<file path="src/impe_defines.svh">
// Constants for the interrupt mask, poll and end-of-service register block
// Functional notes
// - Master mask bits map listed sources
// - Mask register and control masks agree
// - Slave mask resets to 003Dh
// - Slave timer mask bits read control state
// - Peek read equals poll, no side effect
// - Poll read acknowledges and advances
// - Bit 15 flags any pending interrupt
// - Low five bits hold pending type
// - End-of-service write clears in-service flags
// - Master bit 15 picks non-specific clear
// - Slave level field clears that level
// - Slave end-of-service is write-only
// - Vector base holds upper five type bits
// - Vector base other bits read zero
// - Vector offset is type times four
// - Master mask resets to 07FDh
// - In-service set on take, held until cleared
`ifndef IMPE_DEFINES_SVH
`define IMPE_DEFINES_SVH
// Register indices; byte address is four times the index
`define IMPE_IDX_VECBASE 8'h20
`define IMPE_IDX_EOS 8'h22
`define IMPE_IDX_POLL 8'h24
`define IMPE_IDX_PEEK 8'h26
`define IMPE_IDX_MASK 8'h28
`define IMPE_IDX_MODE 8'h30
// Byte addresses on the bus
`define IMPE_ADDR_VECBASE 8'h80
`define IMPE_ADDR_EOS 8'h88
`define IMPE_ADDR_POLL 8'h90
`define IMPE_ADDR_PEEK 8'h98
`define IMPE_ADDR_MASK 8'hA0
`define IMPE_ADDR_MODE 8'hC0
// Reset and writable-bit patterns of the mask register
`define IMPE_MASK_RST_MASTER 16'h07FD
`define IMPE_MASK_RST_SLAVE 16'h003D
`define IMPE_MASK_WR_MASTER 16'h07FD
`define IMPE_MASK_WR_SLAVE 16'h003D
// Field positions
`define IMPE_PEND_FLAG_BIT 15
`define IMPE_ANY_LEVEL_BIT 15
`define IMPE_TYPE_HI 4
`define IMPE_LEVEL_HI 2
`define IMPE_VTU_HI 7
`define IMPE_VTU_LO 3
`define IMPE_VEC_SHIFT 2
`define IMPE_LANE_BITS 8
`define IMPE_MODE_SLAVE_BIT 0
// Zero values
`define IMPE_ZERO16 16'h0000
`define IMPE_ZERO32 32'h0000_0000
`endif

</file>
<file path="src/impe_pkg.sv">
// Types shared by the interrupt mask, poll and end-of-service block
package impe_pkg;
    // Number of source slots in the mask and in-service layout
    localparam int IMPE_NSRC = 16;
    // Highest-priority pending interrupt offered by the arbiter
    typedef struct packed {
        logic valid;
        logic [3:0] src;
        logic [4:0] ptype;
        logic [2:0] level;
    } impe_pend_type;
    // Acknowledge raised towards the arbiter
    typedef struct packed {
        logic strobe;
        logic [3:0] src;
        logic [4:0] ptype;
    } impe_ack_type;
    // Per-source attributes from the source control registers
    typedef logic [IMPE_NSRC-1:0][2:0] impe_prio_array_type;
    typedef logic [IMPE_NSRC-1:0][4:0] impe_stype_array_type;
    // Bus decode results
    typedef enum {
        IMPE_SEL_NONE,
        IMPE_SEL_VECBASE,
        IMPE_SEL_EOS,
        IMPE_SEL_POLL,
        IMPE_SEL_PEEK,
        IMPE_SEL_MASK,
        IMPE_SEL_MODE
    } impe_sel_type;
endpackage : impe_pkg

</file>
<file path="src/impe_regs.sv">
// Interrupt mask, poll, end-of-service and vector base registers on APB
`timescale 1ns/1ps
`include "impe_defines.svh"
module impe_regs
    import impe_pkg::*;
#(
    parameter int ADDR_W = 8
) (
    // Clock and synchronous active-high reset
    input wire logic clk,
    input wire logic rst,
    // APB slave
    input wire logic psel,
    input wire logic penable,
    input wire logic pwrite,
    input wire logic [ADDR_W-1:0] paddr,
    input wire logic [31:0] pwdata,
    // Lane 0 covers bits 7 to 0, lane 1 bits 15 to 8
    input wire logic [3:0] pstrb,
    // Always ready; error for an unmapped address
    output logic pready,
    output logic [31:0] prdata,
    output logic pslverr,
    // Mask bit writes from the per-source control registers
    input wire logic [15:0] ctl_mask_wr,
    input wire logic [15:0] ctl_mask_wdata,
    // Current mask towards the control registers and arbiter
    output logic [15:0] source_mask,
    // Highest-priority pending interrupt from the arbiter
    input wire impe_pend_type pend,
    // Hardware acknowledge of the pending interrupt
    input wire logic hw_take,
    // Per-source priority level and interrupt type
    input wire impe_prio_array_type src_prio,
    input wire impe_stype_array_type src_type,
    // Acknowledge caused by a poll read
    output impe_ack_type poll_ack,
    // In-service flags
    output logic [15:0] in_service,
    // Mode seen by the rest of the controller
    output logic slave_mode,
    // Slave-mode interrupt type and vector table offset
    output logic [7:0] vector_type,
    output logic [9:0] vector_offset
);

    // Register state
    // Mask bits, one per source slot, one meaning masked
    logic [15:0] source_mask_reg;
    // Flags of the sources now being serviced
    logic [15:0] in_service_reg;
    // Five upper bits of the slave-mode interrupt type
    logic [4:0] vector_type_upper_reg;
    // One while the controller runs in slave mode
    logic slave_mode_reg;
    // Read word loaded in the setup cycle
    logic [31:0] rdata_reg;
    // Error answer for an unmapped address
    logic err_reg;
    // Setup cycle addressed the acknowledging poll view
    logic poll_hit_reg;
    // Pending state as it stood when the read word was built
    impe_pend_type cap_pend_reg;
    // Acknowledge pulse towards the arbiter
    impe_ack_type ack_reg;
    // Registered interrupt type and table offset
    logic [7:0] vtype_reg;
    logic [9:0] voff_reg;

    // Bus decode and phase strobes
    // Register picked by the current address
    impe_sel_type sel;
    // First cycle of a transfer
    logic setup_phase;
    // Completing cycle of a transfer
    logic access_done;
    // Completing cycle of a write
    logic wr_done;
    // Byte lane enable of bits 7 to 0
    logic lane_lo;
    // Byte lane enable of bits 15 to 8
    logic lane_hi;
    // Low half of the write word; the upper half is ignored
    logic [15:0] wdata16;
    // Mask bits implemented in the current mode
    logic [15:0] wr_keep;

    // End-of-service decode
    // In-service slots whose type equals the written type
    logic [15:0] spec_match;
    // In-service slots whose level equals the written level
    logic [15:0] level_match;
    // Highest-priority in-service slot, one-hot
    logic [15:0] best_onehot;
    // Flags cleared by the current write
    logic [15:0] eos_clear;
    // Flags set by a take or a poll acknowledge
    logic [15:0] take_set;
    // Write asks for a clear of the best in-service slot
    logic any_level_clear_flag;
    // Type field of a specific clear
    logic [4:0] clear_type;
    // Level field of a slave-mode clear
    logic [2:0] clear_level_field;

    // Poll word built from the arbiter's pending state
    // Same word serves the acknowledging and the quiet view
    logic [15:0] poll_word;

    // Zero-wait slave: every access phase completes at once
    // No register needs more than one cycle, so ready never drops
    assign pready = 1'b1;
    // Read word and error come straight from flip-flops
    assign prdata = rdata_reg;
    assign pslverr = err_reg;
    // State seen by the rest of the controller
    assign source_mask = source_mask_reg;
    assign in_service = in_service_reg;
    assign slave_mode = slave_mode_reg;
    // Acknowledge and vector outputs
    assign poll_ack = ack_reg;
    assign vector_type = vtype_reg;
    assign vector_offset = voff_reg;

    // Transfer phases; pready is always high, so access ends it
    assign setup_phase = psel & ~penable;
    assign access_done = psel & penable;
    assign wr_done = access_done & pwrite;
    // Only the two low byte lanes reach a 16-bit register
    assign lane_lo = pstrb[0];
    assign lane_hi = pstrb[1];
    // Registers sit in the low half of the word
    assign wdata16 = pwdata[15:0];

    // Address decode to a register select
    // Any other address selects nothing and answers with an error
    always_comb begin
        unique case (paddr)
            `IMPE_ADDR_VECBASE: sel = IMPE_SEL_VECBASE;
            `IMPE_ADDR_EOS: sel = IMPE_SEL_EOS;
            `IMPE_ADDR_POLL: sel = IMPE_SEL_POLL;
            `IMPE_ADDR_PEEK: sel = IMPE_SEL_PEEK;
            `IMPE_ADDR_MASK: sel = IMPE_SEL_MASK;
            `IMPE_ADDR_MODE: sel = IMPE_SEL_MODE;
            // Unmapped offsets
            default: sel = IMPE_SEL_NONE;
        endcase
    end

    // Pending flag in bit 15, type in the low five bits
    // Type is forced to zero while nothing is pending
    always_comb begin
        // Reserved bits 14 to 5 stay zero
        poll_word = `IMPE_ZERO16;
        poll_word[`IMPE_PEND_FLAG_BIT] = pend.valid;
        if (pend.valid) begin
            poll_word[`IMPE_TYPE_HI:0] = pend.ptype;
        end
    end

    // Mask bits software may change in the current mode
    // Bits outside this pattern read zero and ignore writes
    assign wr_keep = slave_mode_reg ? `IMPE_MASK_WR_SLAVE
                                    : `IMPE_MASK_WR_MASTER;

    // Read data and error are prepared in the setup cycle
    // so the word already stands when the access phase samples it
    always_ff @(posedge clk) begin
        if (rst) begin
            // Empty word, no error
            rdata_reg <= `IMPE_ZERO32;
            err_reg <= 1'b0;
        end else if (setup_phase) begin
            // New transfer: clear first, then fill the selected field
            rdata_reg <= `IMPE_ZERO32;
            err_reg <= (sel == IMPE_SEL_NONE);
            // Only reads load a register's content
            if (!pwrite) begin
                unique case (sel)
                    // Upper type bits only; the rest reads zero
                    IMPE_SEL_VECBASE: begin
                        rdata_reg[`IMPE_VTU_HI:`IMPE_VTU_LO] <=
                            vector_type_upper_reg;
                    end
                    // Write-only: reads as zero
                    IMPE_SEL_EOS: rdata_reg <= `IMPE_ZERO32;
                    // Both poll views return the same word
                    IMPE_SEL_POLL: rdata_reg[15:0] <= poll_word;
                    IMPE_SEL_PEEK: rdata_reg[15:0] <= poll_word;
                    // One storage shared with the control registers
                    IMPE_SEL_MASK: begin
                        rdata_reg[15:0] <= source_mask_reg & wr_keep;
                    end
                    // Mode flag in bit 0, the rest reads zero
                    IMPE_SEL_MODE: begin
                        rdata_reg[`IMPE_MODE_SLAVE_BIT] <= slave_mode_reg;
                    end
                    // Unmapped: zero word with the error set
                    IMPE_SEL_NONE: rdata_reg <= `IMPE_ZERO32;
                endcase
            end
        end
    end

    // Pending state captured with the read word, so the ack matches it
    // The arbiter may move on between setup and access
    always_ff @(posedge clk) begin
        if (rst) begin
            // Nothing captured after reset
            cap_pend_reg <= '0;
            poll_hit_reg <= 1'b0;
        end else if (setup_phase) begin
            cap_pend_reg <= pend;
            // Only a read of the poll view may acknowledge
            poll_hit_reg <= ~pwrite & (sel == IMPE_SEL_POLL);
        end
    end

    // Poll read completion acknowledges what it reported
    // One-cycle pulse in the cycle after the access completes
    always_ff @(posedge clk) begin
        if (rst) begin
            // No acknowledge during reset
            ack_reg <= '0;
        end else begin
            // Pulse, source and type are renewed every cycle
            // Nothing pending means no acknowledge at all
            ack_reg.strobe <= access_done & ~pwrite & poll_hit_reg &
                              cap_pend_reg.valid;
            // Source and type of the reported interrupt
            ack_reg.src <= cap_pend_reg.src;
            ack_reg.ptype <= cap_pend_reg.ptype;
        end
    end

    // Mode register; a change reloads that mode's mask reset value
    // Bit 0 of the mode write selects slave mode
    always_ff @(posedge clk) begin
        if (rst) begin
            // Master mode after reset
            slave_mode_reg <= 1'b0;
        end else if (wr_done && sel == IMPE_SEL_MODE && lane_lo) begin
            slave_mode_reg <= wdata16[`IMPE_MODE_SLAVE_BIT];
        end
    end

    // Source mask shared with the per-source control registers
    // One copy only, so the mask view and the control view agree
    always_ff @(posedge clk) begin
        if (rst) begin
            // Reset masks every master source
            source_mask_reg <= `IMPE_MASK_RST_MASTER;
        // A mode change overrides both kinds of write
        end else if (wr_done && sel == IMPE_SEL_MODE && lane_lo &&
                     wdata16[`IMPE_MODE_SLAVE_BIT] != slave_mode_reg) begin
            // Entering a mode restarts with all its sources masked
            source_mask_reg <= wdata16[`IMPE_MODE_SLAVE_BIT]
                               ? `IMPE_MASK_RST_SLAVE
                               : `IMPE_MASK_RST_MASTER;
        end else begin
            // Bit by bit, so a control write and a bus write can mix
            for (int b = 0; b < IMPE_NSRC; b++) begin
                // A control register write of the same bit takes over
                if (ctl_mask_wr[b]) begin
                    source_mask_reg[b] <= ctl_mask_wdata[b] & wr_keep[b];
                end else if (wr_done && sel == IMPE_SEL_MASK &&
                             (b < `IMPE_LANE_BITS ? lane_lo : lane_hi)) begin
                    // One masks, zero enables; unused bits stay zero
                    source_mask_reg[b] <= wdata16[b] & wr_keep[b];
                end
            end
        end
    end

    // Vector type base: five upper type bits
    // Low lane only: bits 7 to 3 of the write word
    always_ff @(posedge clk) begin
        if (rst) begin
            // Left undefined by the device; cleared here
            vector_type_upper_reg <= 5'h00;
        end else if (wr_done && sel == IMPE_SEL_VECBASE && lane_lo) begin
            vector_type_upper_reg <=
                wdata16[`IMPE_VTU_HI:`IMPE_VTU_LO];
        end
    end

    // Slave type joins base with the pending level; offset is type x4
    // Follows the pending level whether or not it is valid
    always_ff @(posedge clk) begin
        if (rst) begin
            // Zero type and offset after reset
            vtype_reg <= 8'h00;
            voff_reg <= 10'h000;
        end else begin
            // Low three type bits come from the priority level
            vtype_reg <= {vector_type_upper_reg, pend.level};
            // Offset is the type shifted left by two
            voff_reg <= {vector_type_upper_reg, pend.level,
                         2'h0};
        end
    end

    // End-of-service write fields
    // Decoded every cycle, used only in a completing write
    assign any_level_clear_flag = wdata16[`IMPE_ANY_LEVEL_BIT];
    assign clear_type = wdata16[`IMPE_TYPE_HI:0];
    // Slave clears name a level in bits 2 to 0
    assign clear_level_field = wdata16[`IMPE_LEVEL_HI:0];

    // Per-source match of the written type or level
    // Only slots now in service can match
    genvar gi;
    generate
        for (gi = 0; gi < IMPE_NSRC; gi++) begin : g_src
            assign spec_match[gi] = in_service_reg[gi] &
                                    (src_type[gi] == clear_type);
            assign level_match[gi] = in_service_reg[gi] &
                                     (src_prio[gi] == clear_level_field);
            // Set on a hardware take or a poll acknowledge
            assign take_set[gi] =
                (hw_take & pend.valid & (pend.src == gi)) |
                (ack_reg.strobe & (ack_reg.src == gi));
        end
    endgenerate

    // In-service source of numerically lowest level, lowest slot on tie
    // Lower level number means higher priority
    always_comb begin
        // Some slot already chosen
        logic found;
        // Level of the slot chosen so far
        logic [2:0] best_lvl;
        found = 1'b0;
        best_lvl = 3'h7;
        best_onehot = `IMPE_ZERO16;
        for (int b = 0; b < IMPE_NSRC; b++) begin
            if (in_service_reg[b] && (!found || src_prio[b] < best_lvl)) begin
                found = 1'b1;
                best_lvl = src_prio[b];
                best_onehot = 16'h0001 << b;
            end
        end
    end

    // Which in-service flags an end-of-service write clears
    // Nothing is cleared outside a completing write with lane 0
    always_comb begin
        eos_clear = `IMPE_ZERO16;
        if (wr_done && sel == IMPE_SEL_EOS && lane_lo) begin
            // Slave mode clears by level, master by type or, with bit 15, by priority
            if (slave_mode_reg) begin
                // Level field names the flag to clear
                eos_clear = level_match;
            // Non-specific clear needs the high lane for bit 15
            end else if (lane_hi && any_level_clear_flag) begin
                eos_clear = best_onehot;
            end else begin
                // Specific clear by interrupt type
                eos_clear = spec_match;
            end
        end
    end

    // In-service flags; a set in the same cycle beats a clear
    // so a source taken as its old flag is cleared stays in service
    always_ff @(posedge clk) begin
        if (rst) begin
            // Nothing in service after reset
            in_service_reg <= `IMPE_ZERO16;
        end else begin
            in_service_reg <= (in_service_reg & ~eos_clear) |
                              take_set;
        end
    end

endmodule : impe_regs

</file>
<file path="config.mk">
export PLATFORM = sky130hd
export DESIGN_NAME = impe_regs
export DESIGN_NICKNAME = d
export VERILOG_FILES = /design/src/impe_pkg.sv /design/src/impe_regs.sv
export VERILOG_INCLUDE_DIRS = /design/src
export SDC_FILE = /design/constraint.sdc
export NUM_CORES = 1
export LEC_CHECK = 0
export CORE_MARGIN = 2
export CORE_UTILIZATION = 50
export DETAILED_ROUTE_END_ITERATION = 16
export DONT_BUFFER_PORTS = 1
export GPL_ROUTABILITY_DRIVEN = 0
export PLACE_DENSITY = 0.63
export SETUP_SLACK_MARGIN = 0.05
export SLEW_MARGIN = 25
export SYNTH_ARGS = -nofsm -noshare
export SYNTH_HDL_FRONTEND = slang
export SYNTH_SLANG_ARGS = --single-unit
</file>
<file path="constraint.sdc">
create_clock -name clk -period 47.6 [get_ports clk]
set_input_delay 7.14 -clock clk [delete_from_list [all_inputs] [get_ports clk]]
set_output_delay 7.14 -clock clk [all_outputs]
set_load 0.02 [all_outputs]
</file>
# Yosys cells after proc, flatten, opt, wreduce, memory -nomap -nowiden
# Index checks and enable logic that the tools add are counted.
[word_totals]
regBits = 102
elab_cells = 417
out_inout_bits = 95
[op_classes]
n_eq_ne = 79
magnitude_cmp = 15
mux = 91
n_bitwise = 126
reduce_logical = 76
[op_table]
columns = ["operator", "count"]
rows = [
  ["2-to-1 mux 16 bit", 20],
  ["equality test 32 x 3 -> 1 bit, second input constant", 5],
  ["bitwise AND 1 bit", 94],
  ["equality test 5 bit", 16],
  ["equality test 32 x 2 -> 1 bit, second input constant", 2],
  ["equality test 32 x 4 -> 1 bit, second input constant", 2],
  ["equality test 4 bit, second input constant", 16],
  ["equality test 3 bit", 16],
  ["equality test 8 bit, second input constant", 6],
  ["2-to-1 mux 1 bit", 48],
  ["nonzero test 3 bit", 16],
  ["less-than comparator 3 bit", 15],
  ["2-to-1 mux 3 bit", 15],
  ["equality test 32 x 1 -> 1 bit, second input constant", 1],
  ["equality test 4 x 3 -> 1 bit, second input constant", 8],
  ["logical NOT 32 bit", 1],
  ["logical AND 1 bit", 26],
  ["2-to-1 mux 11 bit", 2],
  ["case mux 3 bit (6 select lines)", 1],
  ["bitwise AND 16 x 11 -> 16 bit", 1],
  ["bitwise AND 16 bit", 1],
  ["equality test 4 x 2 -> 1 bit, second input constant", 4],
  ["NOT 16 bit", 1],
  ["OR 1 bit", 16],
  ["14 further kinds", 54],
]

# Logic depth before layout (Yosys ltp)
# Gate-level depths: netlist of the first run.
[depth]
word_depth = 67
mapped_depth = 113
depth_no_buf = 109

# Least setup slack after synthesis of the first run
# No wires, ideal clock.
[synth_path]
kind = "input-to-reg"
startpoint = "in src_prio[2] (netlist bit)"
endpoint = "reg in_service_reg[4], in the netlist in_service[4]"
path_stages = 105
arrival_time_ps = 25913
slack_ps = 21552
required_ps = 47465
cell_sequence = "nor2b_1 -> ha_1 -> nor2b_1 -> a221o_1 -> nand2_1 -> nand2_1 -> o21ai_0 -> inv_1 -> ha_1 -> nor2_1 -> o21a_1 -> a21oi_1 -> mux2_2 -> inv_1 -> ha_1 -> and2_1 -> nand2_1 -> nor2_1 -> [69 not listed] -> a41oi_2 -> o221ai_4 -> o21ai_0 -> ha_1 -> o21a_1 -> nor2_1 -> o21ai_0 -> o21a_1 -> mux2_4 -> ha_1 -> a21o_1 -> a21oi_1 -> o21ai_0 -> nand3_1 -> nor4_1 -> nand3_1 -> nor4bb_1 -> o22ai_1"
[synth_via]
elab_chain_len = 67
word_cells_on_any_way = 108
cone_classes = "order compare (15); mux (46); bitwise (3); reduce/logical (44)"
[synth_lines]
columns = ["element", "line_no", "source"]
rows = [
  ["from (decl)", "impe_regs.sv:34", "input wire impe_prio_array_type src_prio,"],
  ["2-to-1 mux 3 bit *", "impe_regs.sv:337", "if (in_service_reg[b] && (!found || src_prio[b] < best_lvl)) begin"],
  ["less-than comparator 3 bit", "impe_regs.sv:337", ""],
  ["logical OR 1 bit", "impe_regs.sv:337", ""],
  ["logical AND 1 bit", "impe_regs.sv:337", ""],
  ["2-to-1 mux 3 bit / 2-to-1 mux 1 bit (equally long branches)", "impe_regs.sv:337", ""],
  ["less-than comparator 3 bit / logical NOT 1 bit (equally long branches)", "impe_regs.sv:337", ""],
  ["logical OR 1 bit", "impe_regs.sv:337", ""],
  ["logical AND 1 bit", "impe_regs.sv:337", ""],
  ["[51 not listed]", "-", ""],
  ["logical AND 1 bit", "impe_regs.sv:337", ""],
  ["2-to-1 mux 16 bit *", "impe_regs.sv:337", ""],
  ["2-to-1 mux 16 bit *", "impe_regs.sv:355", "end else if (lane_hi && any_level_clear_flag) begin"],
  ["2-to-1 mux 16 bit *", "impe_regs.sv:351", "if (slave_mode_reg) begin"],
  ["2-to-1 mux 16 bit *", "impe_regs.sv:349", "if (wr_done && sel == IMPE_SEL_EOS && lane_lo) begin"],
  ["NOT 16 bit *", "impe_regs.sv:371", "in_service_reg <= (in_service_reg & ~eos_clear) |"],
  ["bitwise AND 16 bit *", "impe_regs.sv:371", ""],
  ["OR 16 bit *", "impe_regs.sv:371", ""],
  ["to (signal assigned)", "impe_regs.sv:369", "in_service_reg <= `IMPE_ZERO16;"],
  ["to (signal assigned)", "impe_regs.sv:371", ""],
  ["to (decl)", "impe_regs.sv:51", "logic [15:0] in_service_reg;"],
]
# Mark *: on every way between the ends. The rest lies on a longest branch, timed or not.
# A chain may end at the register's enable or synchronous reset.

# Worst setup path in the final report of the first run
# Ends and elaborated chain as after synthesis.

==> metrics.txt, run 1 <==
ant diodes=0; fin crit share=roughly three fifths; status=completed; crit-path max FO=10; internal reg-to-reg setup slack=between 20 and 25 ns; DR vias/cell=about 6.4; sequential-to-total area share from yosys stat=between 10% and 20%; final instance area=around 8000 µm²; CP endpoint kind=register; setup bufs post-CTS=0; Netlist cell types=87; Worst Path Required=approximately 48 ns; Pwr Total=between 0.3 and 0.4 mW; TritonCTS clock tree=yes; CTS buffer count=9; pre-CTS setup slack=18.61 ns; clock latency on the worst-skew pair=0.33 ns; slowest CP cell=or4_1; Syn Inst Count=1,019; IO Pins=approximately 320; worst min path class=reg2reg; Worst Slack Setup Final=approximately 19 ns; Post-synth EDFFs=0; clk_skew=about 0.0072 ns; Pleak=slightly below 3 nW; initial antenna violation count=0; #FFs+latches synth=between 70 and 80; clock power share=between 20% and 30%; vias=approximately 7,400; clock slew at reported path FFs=~0.060 ns; first-pass GRT wire length=around 38,000 µm; P_sw=roughly 0.16 mW; largest net degree at the start of global routing=67; post-synthesis instance area=roughly 7700 µm²; arrival time at the worst endpoint=28.91 ns; Net Sw Frac=45.1%; setup violators final=0; P_int=roughly 0.19 mW; clock root buffer=clkbuf_16; worst setup path category=in2reg; Net count, final=about 1,200; IR drop worst, VDD=between 0.02 and 0.03 mV; Site Rows=45; Max Slew Vio Count=0; area grow syn2layout=2.31%; Combinational Power Share=a little under three fifths; reg2reg path depth=104; Clock Path Buffers=2; fin crit period=~29 ns; DR iter-0 viols=502; placed insts=around 1,100; filler cell count=between 1,500 and 2,000; clock sinks=between 70 and 80; Reg power frac=about a quarter; vias in the first global route=roughly 7,000; dominant synthesized flop cell=dfxtp_1; RSZ-0062 raised after global routing=no; Port Buf Inserts=0; fin cells=about 1,200; placed inst area=~7600 µm²; WL final=24,800 µm; Reg2Reg Capture Point=in_service[4]; Rel. slew slack=43.6%; Crit path top cell by count=ha_1; drt pass-1 iters=5; Least-Margin Pin Slew=0.845 ns; max FFs per register=16; Setup crit start kind=input pin; Yosys warning count=0; r2r startpoint=in_service[0]; setup_tns=0 ns; drc violations=0; Die Wd=about 130 µm; Die Span Y=around 130 µm; # Max-Cap Violations=0; Initial Utilization=approximately 50%; cts-stage hold buffer count=0; Mean Syn Cell Area=between 7 and 8 µm²; ratio of cells with drive above 1 in the final layout=under 10%; # H-tree levels=3; Largest stage delay, worst path=about 0.7 ns; Worst Hold End=poll_ack[9]; post-DP HPWL=19,000 µm; drt wl/cell=~21 µm; GRT Overall Usage=around 29%; f_max=roughly 35 MHz; post-route ant nets=0; Die ar.=16,500 µm²; total gr overflow=0; Post-synth ARST share=0%; power per cell area=around 44 nW/µm²; CORE AREA=about 15,000 µm²; Fin. Hold Viols=0; hold depth=2; hold path startpoint=cap_pend_reg[12]; # resized after CTS=0
==> cell families after synthesis <==
family                   after synthesis  synth area share (%)
AND/OR/NAND/NOR                      349                  22.8
AO/OA/AOI/OAI                        289                  27.1
XOR/XNOR                             129                  14.6
buffers and inverters                118                  7.82
flip-flops                            74                  19.1
multiplexers                          37                  5.25
adder cells (fa/ha/maj)               21                  3.26
other                                  2                0.0970
==> stage by stage <==
step / utilization [%] / hold WS (ns)
finish: 52.3 / 0.441
global route: 52.3 / 0.453
CTS: 52.3 / 0.444
detailed placement: 50.3 / 0.436
global placement: 50.3 / 0.432
floorplan: - / 0.416
==> critical path: cells and delay by family <==
kind	cells	cell delay [ns]
AND/OR/NAND/NOR	30	5.53
multiplexers	9	2.48
adder cells (fa/ha/maj)	15	3.94
AO/OA/AOI/OAI	40	9.24
buffers and inverters	10	0.59
==> Yosys cell counts (all sizes together), types with 15 or more instances <==
master	instances	share of area, %
nand2	102	4.9
nor2	64	3.1
a21oi	57	3.7
o31ai	15	1.8
dfxtp	74	19
nand3	36	2.3
nor3	15	0.97
nor2b	31	2.5
nand4	20	1.6
buf	50	4.5
o21ai	46	3.0
xnor2	57	6.4
clkbuf	39	1.9
mux2	20	3.0
inv	29	1.4
ha	17	2.7
mux2i	17	2.2
xor2	72	8.1
==> power by group through the flow <==
stage               Clock [mW]  Combinational, mW  Sequential (mW)
CTS                     0.0706              0.195           0.0810
floorplan                    0              0.167           0.0779
finish                  0.0699              0.197           0.0812
detailed placement           0              0.193           0.0824
global placement             0              0.192           0.0824
global route            0.0731              0.220           0.0819
==> per-layer routing <==
| metal | global-route usage [%] | up-vias | wire [µm] |
|---|---|---|---|
| li1 | - | 3580 | - |
| met1 | 37.0 | 3451 | 10500 |
| met2 | 48.9 | 355 | 11700 |
| met3 | 7.69 | 27 | 2290 |
| met4 | 6.79 | 0 | 389 |
| met5 | 0 | - | 0 |
==> worst max-delay path by stage <==
stage                            from            end  slack, ns  cells after the start
after floorplan           src_prio[2]  in_service[4]      21.55                    105
after global placement    src_prio[2]  in_service[4]      18.69                    104
after detailed placement  src_prio[2]  in_service[4]      18.61                    104
after CTS                 src_prio[2]  in_service[4]      18.93                    104
after global routing      src_prio[2]  in_service[4]      16.84                    104
final                     src_prio[2]  in_service[4]      18.89                    104
==> cell type report <==
class | count | area, µm² | area share (%)
sequential | 74 | 1480 | 18.7
inverter | 29 | 109 | 1.37
clock inverter | 7 | 81.3 | 1.03
timing repair buffer | 4 | 30.0 | 0.379
tap | 188 | 235 | 2.97
multi-input combinational | 854 | 5760 | 72.7
clock buffer | 9 | 225 | 2.84
==> cells in the final DEF, fill, tap and decap left out, types with 10 or more instances in the layout <==
master and n:
mux2_2 18, inv_1 29, conb_1 29, a21oi_1 57, a21boi_0 11, ha_1 17, nor4_1 11, a22oi_1 10
nor3_1 15, and2_1 12, o211ai_1 12, a31oi_1 12, nand2_1 102, nand4_1 20, mux2i_1 16, o31ai_1 13
o21ai_0 41, nor2b_1 31, a221oi_1 13, o311ai_0 10, xnor2_1 57, nand3_1 36, xor2_1 72, nor2_1 63
dfxtp_1 74, nand2b_1 10, o22ai_1 13
No activity file was read; power rests on OpenSTA's default activity.
==> inputs of run 2 (changes only) <==
==> constraint.sdc (replaced) <==
create_clock -name clk -period 27.4 [get_ports clk]
set_input_delay 4.11 -clock clk [delete_from_list [all_inputs] [get_ports clk]]
set_output_delay 4.11 -clock clk [all_outputs]
set_load 0.02 [all_outputs]
==> run 2 against run 1 <==
Non-clock buffer count grew 1. Register-to-register slack lost 20 ns. Sequential share of layout area hardly changed. Design area is 0.14% lower. Core utilization decreased by 0.074 points. Wire length down 0.23%. Sequential cell count stayed put. Clock-buffer cell count did not move. Power rose by 71%. Largest power group unchanged.
==> metrics.txt, run 2 (synthesis gave the netlist of run 1 again) <==
Die ar.=16,500 µm² (unchanged); Die Span Y=128 µm (unchanged); worst setup path category=in2reg (unchanged); Max Slew Vio Count=0 (unchanged); Fin. Hold Viols=0 (unchanged); TritonCTS clock tree=yes (unchanged); Setup crit start kind=input pin (unchanged); vias in the first global route=6,952 (was 6,888); drc violations=0 (unchanged); Rel. slew slack=40.8% (was 43.6%); DR iter-0 viols=481 (was 502); slowest CP cell=or4_1 (unchanged); IO Pins=318 (unchanged); Initial Utilization=51.1% (unchanged); WL final=24,800 µm (about the same); power per cell area=75.2 nW/µm² (was 43.9 nW/µm²); Clock Path Buffers=2 (unchanged); Pwr Total=0.595 mW (was 0.348 mW); setup bufs post-CTS=0 (unchanged); post-route ant nets=0 (unchanged); max FFs per register=16 (unchanged); setup_tns=0 ns (unchanged); Largest stage delay, worst path=0.69 ns (was 0.68 ns); total gr overflow=0 (unchanged); filler cell count=1,523 (was 1,535); fin crit period=about 26 ns; status=completed (unchanged); arrival time at the worst endpoint=25.77 ns (was 28.91 ns); clock sinks=74 (unchanged); DR vias/cell=6.34 (was 6.36); cts-stage hold buffer count=0 (unchanged); footprint of the multi-input gates=5770 µm² (was 5760 µm²); Port Buf Inserts=0 (unchanged); Die Wd=128 µm (unchanged); RSZ-0062 raised after global routing=no (unchanged); # H-tree levels=3 (unchanged); CORE AREA=15,100 µm² (unchanged); Pleak=2.93 nW (was 2.94 nW); Crit path top cell by count=ha_1 (unchanged); GRT Overall Usage=29.1% (was 29.0%); Worst Path Required=27.60 ns (was 47.79 ns); f_max=about 39 MHz; clock latency on the worst-skew pair=0.34 ns (was 0.33 ns); # resized after CTS=0 (unchanged); clk_skew=0.00544 ns (was 0.00724 ns); commonest cells after routing, fill and taps aside=102 x nand2_1, 74 x dfxtp_1, 72 x xor2_1, 64 x nor2_1 (was 102 x nand2_1, 74 x dfxtp_1, 72 x xor2_1, 63 x nor2_1); CTS buffer count=9 (unchanged); area grow syn2layout=2.16% (was 2.31%); sequential cell area=1480 µm² (unchanged); IR drop worst, VDD=0.0391 mV (was 0.0259 mV); ratio of cells with drive above 1 in the final layout=6.54% (was 6.35%); clock slew at reported path FFs=0.06 ns (about the same); post-DP HPWL=19,100 µm (was 19,000 µm); first-pass GRT wire length=37,900 µm (was 37,700 µm); drt pass-1 iters=5 (unchanged); Least-Margin Pin Slew=0.886 ns (was 0.845 ns); crit-path max FO=10 (unchanged); # Max-Cap Violations=0 (unchanged); worst min path class=reg2reg (unchanged); largest net degree at the start of global routing=67 (unchanged); Net count, final=1,213 (was 1,212); drt wl/cell=21.3 µm (about the same); CP endpoint kind=register (unchanged); commonest non-fill, non-tap cell in the layout=nand2_1 (unchanged); ant diodes=0 (unchanged); Site Rows=45 (unchanged); initial antenna violation count=0 (unchanged); vias=7,393 (was 7,413); setup violators final=0 (unchanged); fin crit share=between 90% and 100%; clock root buffer=clkbuf_16 (unchanged)
## run 2: through the flow
step | instance area, µm² | util (%) | hold WS (ns) | worst slack, ns | instances
floorplan | 7850 | - | 0.416 | 4.38 | 1046
global placement | 7620 | 50.3 | 0.432 | 1.49 | 1150
detailed placement | 7620 | 50.3 | 0.435 | 1.39 | 1150
CTS | 7910 | 52.2 | 0.445 | 1.70 | 1166
global route | 7910 | 52.3 | 0.460 | 0.0414 | 1166
finish | 7910 | 52.3 | 0.444 | 1.82 | 1166
## run 2: area by class of cell
cell class / count / share of cell area [%]
Inverter: 29 / 1.38
Timing Repair Buffer: 5 / 0.474
Clock buffer: 9 / 2.85
Sequential cell: 74 / 18.7
Clock inverter: 7 / 0.743
Multi-Input combinational cell: 854 / 72.9
Tap cell: 188 / 2.97
## run 2: power breakdown
group | switching (mW) | internal, mW | leakage [nW] | total, mW
sequential | 0.0252 | 0.116 | 0.604 | 0.141
combinational | 0.198 | 0.144 | 2.19 | 0.341
clock | 0.0503 | 0.0629 | 0.139 | 0.113
total | 0.273 | 0.322 | 2.93 | 0.595
## run 2: worst max-delay path, delay by kind of cell
kind | cells | cell delay, ns
AO/OA/AOI/OAI | 39 | 8.83
AND/OR/NAND/NOR | 29 | 5.50
adder cells (fa/ha/maj) | 15 | 3.90
multiplexers | 10 | 2.79
buffers and inverters | 10 | 0.57
## run 2: layer usage
metal  track usage, %  wire [µm]  vias to the layer above
met4             6.27        336                        0
li1                 -          -                     3584
met5                0          0                        -
met2             50.1      11800                      347
met3             7.82       2300                       29
met1             36.6      10400                     3433
## run 2: final timing paths
kind / start / end / slack [ns] / cells past startpoint
min reg2reg: cap_pend_reg[8] / cap_pend_reg[8] / 0.44 / 2
max: src_prio[2] / in_service[4] / 1.82 / 103
min: cap_pend_reg[8] / cap_pend_reg[8] / 0.44 / 2
max reg2reg: in_service[0] / in_service[4] / 4.82 / 103
==> inputs of run 3 (changes only) <==
--- a/config.mk
+++ b/config.mk
@@ -11,8 +11,10 @@
 export DETAILED_ROUTE_END_ITERATION = 16
 export DONT_BUFFER_PORTS = 1
 export GPL_ROUTABILITY_DRIVEN = 0
+export MAX_ROUTING_LAYER = met4
 export PLACE_DENSITY = 0.63
 export SETUP_SLACK_MARGIN = 0.05
+export SKIP_LAST_GASP = 1
 export SLEW_MARGIN = 25
 export SYNTH_ARGS = -nofsm -noshare
 export SYNTH_HDL_FRONTEND = slang
==> run 3 against run 2 <==
Core utilization about the same. Non-clock buffer count did not move. Largest cell class unchanged. Via count up 0.89%. Critical path depth stayed put. Highest routed layer unchanged.
==> metrics.txt, run 3 (synthesis gave the netlist of run 1 again) <==
status=completed (unchanged); r2r startpoint=in_service[0] (unchanged); Combinational Power Share=57.4% (was 57.3%); Net count, final=1,213 (unchanged); hold depth=2 (unchanged); worst setup path category=in2reg (unchanged); fin crit share=93.1% (was 93.3%); Clock Path Buffers=2 (unchanged); Site Rows=45 (unchanged); area grow syn2layout=2.25% (was 2.16%); # Max-Cap Violations=0 (unchanged); power per cell area=75.3 nW/µm² (was 75.2 nW/µm²); # H-tree levels=3 (unchanged); cell family with most CP delay=compound AO/OA/AOI/OAI gates (unchanged); commonest non-fill, non-tap cell in the layout=nand2_1 (unchanged); worst min path class=reg2reg (unchanged); pre-CTS setup slack=1.39 ns (unchanged); Rel. slew slack=46.7% (was 40.8%); CTS buffer count=9 (unchanged); P_int=0.322 mW (about the same); Crit path buffers/inverters=10 (unchanged); WL final=24,800 µm (about the same); drt pass-1 iters=5 (unchanged); fin crit period=25.52 ns (was 25.58 ns); clock power share=19.0% (about the same); Max Slew Vio Count=0 (unchanged); setup violators final=0 (unchanged); RSZ-0062 raised after global routing=no (unchanged); total gr overflow=0 (unchanged); Setup crit start kind=input pin (unchanged); setup bufs post-CTS=0 (unchanged); Reg2Reg Capture Point=in_service[4] (unchanged); vias=7,459 (was 7,393); Die Wd=128 µm (unchanged); hold path startpoint=cap_pend_reg[7] (was cap_pend_reg[8]); CP endpoint kind=register (unchanged); largest net degree at the start of global routing=67 (unchanged); Least-Margin Pin Slew=0.797 ns (was 0.886 ns); commonest cells after routing, fill and taps aside=102 x nand2_1, 74 x dfxtp_1, 72 x xor2_1, 64 x nor2_1 (unchanged); DR iter-0 viols=434 (was 481); slowest CP cell=or4_1 (unchanged); P_sw=0.274 mW (was 0.273 mW); final instance area=7920 µm² (was 7910 µm²); vias in the first global route=6,936 (was 6,952); Die ar.=16,500 µm² (unchanged); post-DP HPWL=19,100 µm (unchanged); Reg power frac=23.6% (was 23.7%); Worst Path Required=27.60 ns (about the same); reg2reg path depth=103 (unchanged); clock sinks=74 (unchanged); Largest stage delay, worst path=0.69 ns (about the same); f_max=39.2 MHz (was 39.1 MHz); clock slew at reported path FFs=0.06 ns (about the same); placed insts=1,150 (unchanged); Net Sw Frac=46.0% (was 45.9%); fin util=52.3% (about the same); Die Span Y=128 µm (unchanged); initial antenna violation count=0 (unchanged); placed inst area=7620 µm² (unchanged); fin cells=1,166 (unchanged); TritonCTS clock tree=yes (unchanged); filler cell count=1,522 (was 1,523); drc violations=0 (unchanged); CORE AREA=15,100 µm² (unchanged); clk_skew=0.00487 ns (was 0.00544 ns); ratio of cells with drive above 1 in the final layout=6.65% (was 6.54%); internal reg-to-reg setup slack=4.88 ns (was 4.82 ns); DR vias/cell=6.40 (was 6.34); Worst Slack Setup Final=1.88 ns (was 1.82 ns); crit-path max FO=10 (unchanged); IO Pins=318 (unchanged); clock latency on the worst-skew pair=0.33 ns (was 0.34 ns); drt wl/cell=21.3 µm (about the same); clock root buffer=clkbuf_16 (unchanged); Worst Hold End=cap_pend_reg[7] (was cap_pend_reg[8]); post-route ant nets=0 (unchanged); Crit path top cell by count=ha_1 (unchanged); arrival time at the worst endpoint=25.72 ns (was 25.77 ns); IR drop worst, VDD=0.0396 mV (was 0.0391 mV); GRT Overall Usage=30.0% (was 29.1%); Fin. Hold Viols=0 (unchanged); max FFs per register=16 (unchanged); Port Buf Inserts=0 (unchanged); first-pass GRT wire length=38,000 µm (was 37,900 µm); setup_tns=0 ns (unchanged); ant diodes=0 (unchanged); Pleak=2.94 nW (was 2.93 nW); Initial Utilization=51.1% (unchanged)
[run 3: worst max path at each step]
stage          depth (start not counted)       endpoint         from
6_report                             103  in_service[4]  src_prio[2]
5_1_grt                              104  in_service[4]  src_prio[2]
4_1_cts                              104  in_service[4]  src_prio[2]
3_5_place_dp                         104  in_service[4]  src_prio[2]
3_3_place_gp                         104  in_service[4]  src_prio[2]
2_1_floorplan                        105  in_service[4]  src_prio[2]
[run 3: timing repair]
item                       in CTS  in global routing
setup endpoints to repair       0                  8
hold buffers                    0                  0
gates resized for setup         0                  4
[run 3: stage by stage]
step | power, mW | hold slack (ns)
after floorplan | 0.425 | 0.416
after global placement | 0.476 | 0.432
after detailed placement | 0.479 | 0.435
after CTS | 0.593 | 0.445
after global routing | 0.645 | 0.460
final | 0.597 | 0.444
[run 3: area by class of cell]
class	instances	area, µm²	area share (%)
sequential	74	1480	18.7
tap	188	235	2.97
inverter	29	109	1.37
multi-input combinational	854	5770	72.9
timing repair buffer	5	37.5	0.474
clock inverter	7	58.8	0.742
clock buffer	9	225	2.84
[run 3: metal layers]
layer | vias up | share of wire [%] | global-route usage, %
met1 | 3475 | 42 | 36.8
met3 | 28 | 9.0 | 7.57
met4 | 0 | 1.3 | 6.27
met5 | - | 0 | -
met2 | 367 | 48 | 50.1
li1 | 3589 | - | -
[run 3: power groups by stage]
stage	Sequential (mW)	Clock [mW]	Combinational [mW]
final	0.141	0.113	0.343
after global routing	0.142	0.119	0.383
after CTS	0.141	0.115	0.337
after detailed placement	0.143	0	0.335
after global placement	0.143	0	0.333
after floorplan	0.135	0	0.290
[run 3: tightest hold or removal path, cell delays in order (launching register included)]
cell	delay, ns
dfxtp_1	0.30
nand2_1	0.05
a21oi_1	0.05
